**src/anxr_pkg.sv**
```systemverilog
// Constants for the auto-negotiation expansion and next page registers
//==============================================================================
// Overview of operation
// - Reads of the reserved upper eleven expansion bits return zero.
// - Override-write bits accept writes only while override control is one.
// - A parallel detection fault sets a latching-high fault flag.
// - Partner next-page ability copies the next-page bit of its base word.
// - The local-next-page-capable bit always reads one.
// - Each newly stored partner code word sets the page-received flag.
// - A read of the expansion register clears the page-received flag.
// - Partner auto-negotiation ability sets once valid bursts arrive.
// - The transmitted next-page word is built from the transmit register.
// - The comply bit drives the transmitted acknowledge-two bit.
// - The eleven-bit code field is sent unchanged, default 0x001.
// - Toggle inverts per sent page, first the inverse of base bit 11.
// - The transmitted more-pages bit follows the register bit.
// - The transmitted message-page bit follows the register bit.
package anxr_pkg;
   localparam logic [4:0] ANXR_ADDR_EXP = 5'h06;
   localparam logic [4:0] ANXR_ADDR_NPT = 5'h07;
   localparam logic [15:0] ANXR_EXP_RESET = 16'h0004;
   localparam logic [15:0] ANXR_NPT_RESET = 16'h2001;
   localparam int ANXR_EXP_PDF = 4;
   localparam int ANXR_EXP_LPNP = 3;
   localparam int ANXR_EXP_NPA = 2;
   localparam int ANXR_EXP_PR = 1;
   localparam int ANXR_EXP_LPAN = 0;
   localparam int ANXR_NPT_MORE = 15;
   localparam int ANXR_NPT_RSV = 14;
   localparam int ANXR_NPT_MSG = 13;
   localparam int ANXR_NPT_ACK = 12;
   localparam int ANXR_NPT_TOG = 11;
   localparam int ANXR_BASE_TOG = 11;
   localparam logic [10:0] ANXR_CODE_RESET = 11'h001;
endpackage : anxr_pkg

```
**src/anxr_latch.sv**
```systemverilog
// Latching-high status flag cleared by a register read
`timescale 1ns/1ps
`default_nettype none
module anxr_latch (
   // Clock and reset
   input wire logic i_clk,
   input wire logic i_rst_n,
   // Event and clear
   input wire logic i_set,
   input wire logic i_clr,
   output logic o_flag
);
   always_ff @(posedge i_clk or negedge i_rst_n) begin
      if (!i_rst_n) begin
         o_flag <= 1'b0;
      end else if (i_set) begin
         o_flag <= 1'b1;
      end else if (i_clr) begin
         o_flag <= 1'b0;
      end
   end
endmodule : anxr_latch
`default_nettype wire

```
**src/anxr_toggle.sv**
```systemverilog
// Toggle bit tracking for transmitted next pages
`timescale 1ns/1ps
`default_nettype none
module anxr_toggle (
   // Clock and reset
   input wire logic i_clk,
   input wire logic i_rst_n,
   // Page events
   input wire logic i_base_sent,
   input wire logic i_base_bit11,
   input wire logic i_page_sent,
   output logic o_toggle
);
   always_ff @(posedge i_clk or negedge i_rst_n) begin
      if (!i_rst_n) begin
         o_toggle <= 1'b0;
      end else if (i_base_sent) begin
         o_toggle <= ~i_base_bit11;
      end else if (i_page_sent) begin
         o_toggle <= ~o_toggle;
      end
   end
endmodule : anxr_toggle
`default_nettype wire

```
**src/anxr_regs.sv**
```systemverilog
// Auto-negotiation expansion and next page transmit register bank
`timescale 1ns/1ps
`default_nettype none
module anxr_regs (
   // Clock and reset
   input wire logic i_clk,
   input wire logic i_rst_n,
   // Management access
   input wire logic [4:0] i_reg_addr,
   input wire logic i_reg_wr,
   input wire logic i_reg_rd,
   input wire logic [15:0] i_reg_wdata,
   output logic [15:0] o_reg_rdata,
   input wire logic i_override_en,
   // Auto-negotiation events
   input wire logic i_pd_fault,
   input wire logic i_page_stored,
   input wire logic i_partner_np,
   input wire logic i_flp_valid,
   input wire logic i_base_sent,
   input wire logic [15:0] i_base_word,
   input wire logic i_page_sent,
   // Next page word out
   output logic [15:0] o_np_word
);
   import anxr_pkg::*;

   //===========================================================================
   // Address match, shared by strobe decode and read mux
   function automatic logic addr_is(input logic [4:0] addr,
      input logic [4:0] target);
      return addr == target;
   endfunction : addr_is

   //===========================================================================
   // Reset synchroniser
   logic [1:0] rst_sync_q;
   logic rst_n;
   always_ff @(posedge i_clk or negedge i_rst_n) begin
      if (!i_rst_n) begin
         rst_sync_q <= 2'b00;
      end else begin
         rst_sync_q <= {rst_sync_q[0], 1'b1};
      end
   end
   assign rst_n = rst_sync_q[1];

   //===========================================================================
   // Decode
   logic exp_rd;
   logic npt_wr;
   logic exp_wr;
   assign exp_rd = i_reg_rd && addr_is(i_reg_addr, ANXR_ADDR_EXP);
   assign npt_wr = i_reg_wr && addr_is(i_reg_addr, ANXR_ADDR_NPT);
   assign exp_wr = i_reg_wr && addr_is(i_reg_addr, ANXR_ADDR_EXP);

   //===========================================================================
   // Expansion status
   logic pdf;
   logic pr;
   logic lpnp_q;
   logic lpan_q;
   logic [10:0] exp_rsv_q;

   anxr_latch u_pdf (
      .i_clk(i_clk),
      .i_rst_n(rst_n),
      .i_set(i_pd_fault),
      .i_clr(exp_rd),
      .o_flag(pdf)
   );

   anxr_latch u_pr (
      .i_clk(i_clk),
      .i_rst_n(rst_n),
      .i_set(i_page_stored),
      .i_clr(exp_rd),
      .o_flag(pr)
   );

   always_ff @(posedge i_clk or negedge rst_n) begin
      if (!rst_n) begin
         lpnp_q <= 1'b0;
         lpan_q <= 1'b0;
      end else begin
         if (i_page_stored) begin
            lpnp_q <= i_partner_np;
         end
         if (i_flp_valid) begin
            lpan_q <= 1'b1;
         end
      end
   end

   // Override-write reserved storage, never visible on reads
   always_ff @(posedge i_clk or negedge rst_n) begin
      if (!rst_n) begin
         exp_rsv_q <= ANXR_EXP_RESET[15:5];
      end else if (exp_wr && i_override_en) begin
         exp_rsv_q <= i_reg_wdata[15:5];
      end
   end

   //===========================================================================
   // Next page transmit
   logic more_pages_bit_q;
   logic message_page_bit_q;
   logic comply_ack_bit_q;
   logic [10:0] code_q;
   logic tog;

   always_ff @(posedge i_clk or negedge rst_n) begin
      if (!rst_n) begin
         more_pages_bit_q <= ANXR_NPT_RESET[ANXR_NPT_MORE];
         message_page_bit_q <= ANXR_NPT_RESET[ANXR_NPT_MSG];
         comply_ack_bit_q <= ANXR_NPT_RESET[ANXR_NPT_ACK];
         code_q <= ANXR_CODE_RESET;
      end else if (npt_wr) begin
         more_pages_bit_q <= i_reg_wdata[ANXR_NPT_MORE];
         message_page_bit_q <= i_reg_wdata[ANXR_NPT_MSG];
         comply_ack_bit_q <= i_reg_wdata[ANXR_NPT_ACK];
         code_q <= i_reg_wdata[10:0];
      end
   end

   anxr_toggle u_tog (
      .i_clk(i_clk),
      .i_rst_n(rst_n),
      .i_base_sent(i_base_sent),
      .i_base_bit11(i_base_word[ANXR_BASE_TOG]),
      .i_page_sent(i_page_sent),
      .o_toggle(tog)
   );

   logic [15:0] npt_val;
   logic [15:0] exp_val;
   always_comb begin
      npt_val = 16'h0000;
      npt_val[ANXR_NPT_MORE] = more_pages_bit_q;
      npt_val[ANXR_NPT_RSV] = 1'b0;
      npt_val[ANXR_NPT_MSG] = message_page_bit_q;
      npt_val[ANXR_NPT_ACK] = comply_ack_bit_q;
      npt_val[ANXR_NPT_TOG] = tog;
      npt_val[10:0] = code_q;
      exp_val = 16'h0000;
      exp_val[ANXR_EXP_PDF] = pdf;
      exp_val[ANXR_EXP_LPNP] = lpnp_q;
      exp_val[ANXR_EXP_NPA] = 1'b1;
      exp_val[ANXR_EXP_PR] = pr;
      exp_val[ANXR_EXP_LPAN] = lpan_q;
   end

   //===========================================================================
   // Outputs
   always_ff @(posedge i_clk or negedge rst_n) begin
      if (!rst_n) begin
         o_np_word <= ANXR_NPT_RESET;
      end else begin
         o_np_word <= npt_val;
      end
   end

   always_ff @(posedge i_clk or negedge rst_n) begin
      if (!rst_n) begin
         o_reg_rdata <= 16'h0000;
      end else if (i_reg_rd) begin
         if (addr_is(i_reg_addr, ANXR_ADDR_EXP)) begin
            o_reg_rdata <= exp_val;
         end else if (addr_is(i_reg_addr, ANXR_ADDR_NPT)) begin
            o_reg_rdata <= npt_val;
         end else begin
            o_reg_rdata <= 16'h0000;
         end
      end
   end
endmodule : anxr_regs
`default_nettype wire

```
**config.mk**
```make
export PLATFORM = sky130hd
export DESIGN_NAME = anxr_regs
export DESIGN_NICKNAME = d
export VERILOG_FILES = /design/src/anxr_pkg.sv /design/src/anxr_latch.sv /design/src/anxr_toggle.sv /design/src/anxr_regs.sv
export SDC_FILE = /design/constraint.sdc
export NUM_CORES = 1
export LEC_CHECK = 0
export BUFFER_PORTS_ARGS = -buffer_cell sky130_fd_sc_hd__buf_2
export CELL_PAD_IN_SITES_DETAIL_PLACEMENT = 1
export CELL_PAD_IN_SITES_GLOBAL_PLACEMENT = 1
export CORE_ASPECT_RATIO = 0.6
export CORE_MARGIN = 10
export CORE_UTILIZATION = 36
export CTS_CLUSTER_SIZE = 25
export DETAILED_ROUTE_END_ITERATION = 8
export GPL_TIMING_DRIVEN = 0
export HOLD_SLACK_MARGIN = 0.1
export PLACE_DENSITY_LB_ADDON = 0.08
export SLEW_MARGIN = 20
export SYNTH_ARGS = -nofsm -noshare
export SYNTH_HDL_FRONTEND = slang
export SYNTH_SLANG_ARGS = --single-unit
```
**constraint.sdc**
```tcl
create_clock -name i_clk -period 2.2 [get_ports i_clk]
set_input_delay 0.66 -clock i_clk [delete_from_list [all_inputs] [get_ports i_clk]]
set_output_delay 0.66 -clock i_clk [all_outputs]
set_load 0.1 [all_outputs]
```
==> impl_metrics.yaml <==
floorplan:
  fp.dieH_um: 74.8
  design.die.area_um2: 8340
  die_w_um: 111
  row_count: 19
  initial_core_util_pct: 38.3
  core_area_um2: 4710
  io_pins: 80
placement:
  dp_slack_ps: 305
  io_buffers: 59
  hpwl_um: 3290
  place.gp.congestion: 0.699
  post-place-cells: 231
  place_area_um2: 2200
timing:
  rsz0062_at_grt: "no"
  finalMaxSlewViolations: 0
  max_freq_mhz: 527
  tns_ps: 0
  worst_slew_pin_slew_ps: 573
  fin_skew_ps: 6.82
  min_period_over_period_pct: 86.2
  setup_slack_ps: 304
  hold_viol: 0
  final-setup-viol-count: 0
  max_slew_margin_pct: 61.8
  post-route-min-period_ps: 1900
  holdWs_ps: 127
clock_network:
  clockBufferDepth: 2
  clk_latency_ps: 300
  cts_sinks: 51
  hold_buffers: 0
  h-tree-depth: 2
  clk_pin_slew_ps: 90
  cts_resized: 0
  cts_made_buffers: 5
  post-cts-setup-buffer-count: 0
  cts_tree: "built"
  clockRootBuffer: "clkbuf_8"
flow_run:
  drv_cap: 0
synthesis:
  synth_compound_area_share_pct: 8.74
  ys_ff_latch: 51
  synth-xor-area-share_pct: 0.485
  synth_top_family_by_area: "multiplexers"
  muxShareOfSynthArea_pct: 11.4
  yosysWarnings: 0
  synthAdderAreaFrac_pct: 0
  yosysUniqueCellTypes: 22
  synthesis.area_um2: 1800
  syn-instance-count: 107
  synth_area_per_cell_um2: 16.9
  synth-simple-area-share_pct: 5.20
  seq_area_frac_synth_pct: 71.0
setup_path:
  slowest_stage: "dfstp_2"
  required_ps: 1540
  critPathTopFamily: "flip-flops"
  path_buf_inv: 1
  cp_max_fo: 1
  cp.arrival_ps: 1240
  slowest_delay_ps: 530
  worst-setup-path-type: "reg2out"
  startpoint_type: "flip-flop"
  crit_path_end_kind: "output port"
  crit_chain: "buf_2"
run_status:
  status: "complete, no violations"
final_layout:
  num-nets-final: 223
  fin_cells: 239
  fillCellCount: 508
  drive_gt1_share_pct: 54.0
  fin_util_pct: 49.1
  diodes: 0
  area_growth_pct: 28.0
  fin_area_um2: 2310
global_routing:
  antenna_found_initial: 0
  globalRouteOverflowTotal: 0
  grt_util_all_layers_pct: 10.4
  first_global_vias: 1270
  grt_pass1_wl_um: 6770
  grt_max_degree: 30
pwr:
  p_int_mw: 1.53
  power_frac_clock_pct: 26.0
  ir_drop_mv: 0.508
  switching_share_pct: 36.1
  power.leakage_nw: 1.25
  p_total_mw: 2.39
  power.share.combinational_pct: 26.9
  pwr-share-seq_pct: 47.1
  power_density_nw_per_um2: 1040
  switchingPower_mw: 0.863
detailed_routing:
  wl_um: 4280
  vias: 1090
  drtPass1Iterations: 4
  first_iter_violations: 25
  routed_via_density: 4.56
  ant_nets: 0
  route.detailed.drc: 0
  wl_per_cell_um: 17.9
hold_path:
  hold_class: "in2async"
[layout make-up]
cell class | instances | area, um2 | area share (%)
Timing Repair Buffer | 60 | 315 | 13.7
Buffer | 5 | 37.5 | 1.63
Clock inverter | 1 | 30.0 | 1.30
Sequential cell | 51 | 1280 | 55.5
Clock buffer | 7 | 76.3 | 3.30
Inverter | 3 | 11.3 | 0.488
Tap cell | 63 | 78.8 | 3.41
Multi-Input combinational cell | 49 | 478 | 20.7
[power by group through the flow]
| stage | registers, mW | logic, mW | clock network (mW) |
|---|---|---|---|
| after global routing | 1.15 | 0.667 | 0.692 |
| after detailed placement | 1.15 | 0.651 | 0 |
| after CTS | 1.13 | 0.651 | 0.652 |
| after floorplan | 1.56 | 0.103 | 0 |
| after global placement | 1.15 | 0.631 | 0 |
| final | 1.13 | 0.644 | 0.623 |
[routing by layer]
metal	GRT usage, %	wire length [um]
met1	12.4	1930
met2	16.4	1990
met3	5.00	322
met4	3.83	41
met5	0	0
[placed cells by master (no fill, tap or decap)]
cell       Yosys  final
a21oi_1        1      1
a221o_1        5      5
a22o_1        10     10
buf_12         0      1
buf_2          0     59
buf_4          3      3
buf_6          1      1
bufinv_16      0      1
clkbuf_1       1      3
clkbuf_8       0      5
conb_1         2      3
dfrtp_1       47     46
dfrtp_2        0      1
dfstp_2        4      4
inv_1          3      3
mux2_2         5      5
mux2_4        10     10
nand2_1        1      1
nand4_2        1      1
nand4bb_1      1      1
nor2_1         1      1
nor2_2         1      1
nor2b_1        4      4
nor3b_2        2      2
o21bai_1       2      2
or2_2          1      1
xor2_1         1      1
[registers in the layout (all words and copies together), names as in the netlist]
signal	flops
u_pdf.o_flag	1
more_pages_bit_q	1
u_tog.o_toggle	1
o_np_word	15
o_reg_rdata	15
rst_sync_q	2
u_pr.o_flag	1
code_q	11
comply_ack_bit_q	1
lpan_q	1
lpnp_q	1
message_page_bit_q	1
[Yosys cell counts]
library cell	count	area, um2
dfrtp_1	47	1180
a22o_1	10	87.6
mux2_4	10	150
a221o_1	5	50.1
mux2_2	5	56.3
dfstp_2	4	105
nor2b_1	4	25.0
buf_4	3	22.5
inv_1	3	11.3
conb_1	2	7.51
nor3b_2	2	25.0
o21bai_1	2	15.0
a21oi_1	1	5.00
buf_6	1	11.3
clkbuf_1	1	3.75
nand2_1	1	3.75
nand4_2	1	12.5
nand4bb_1	1	11.3
nor2_1	1	3.75
nor2_2	1	6.26
or2_2	1	6.26
xor2_1	1	8.76
[cell families (layout without fill, tap and decap cells)]
logic type      count (synthesis)  after routing
xor+xnor                        1              1
simple gates                   12             12
compound gates                 18             18
mux                            15             15
flops                          51             51
other cells                     2              3
buf+inv                         8             76
[path summary, 6_finish.rpt]
check	startpoint	end	slack, ps	cells after the start
worst min-delay path	i_rst_n	rst_sync_q[1]	130	1
worst min register to register	rst_sync_q[1]	o_reg_rdata[8]	230	0
worst max register to register	o_reg_rdata[3]	o_reg_rdata[3]	1300	2
min in group i_clk	rst_sync_q[0]	rst_sync_q[1]	360	0
max in group asynchronous	rst_sync_q[1]	message_page_bit_q	1380	1
worst max-delay path	o_np_word[13]	o_np_word[13]	300	1
Note: power is estimated with default switching activity, not from simulation.
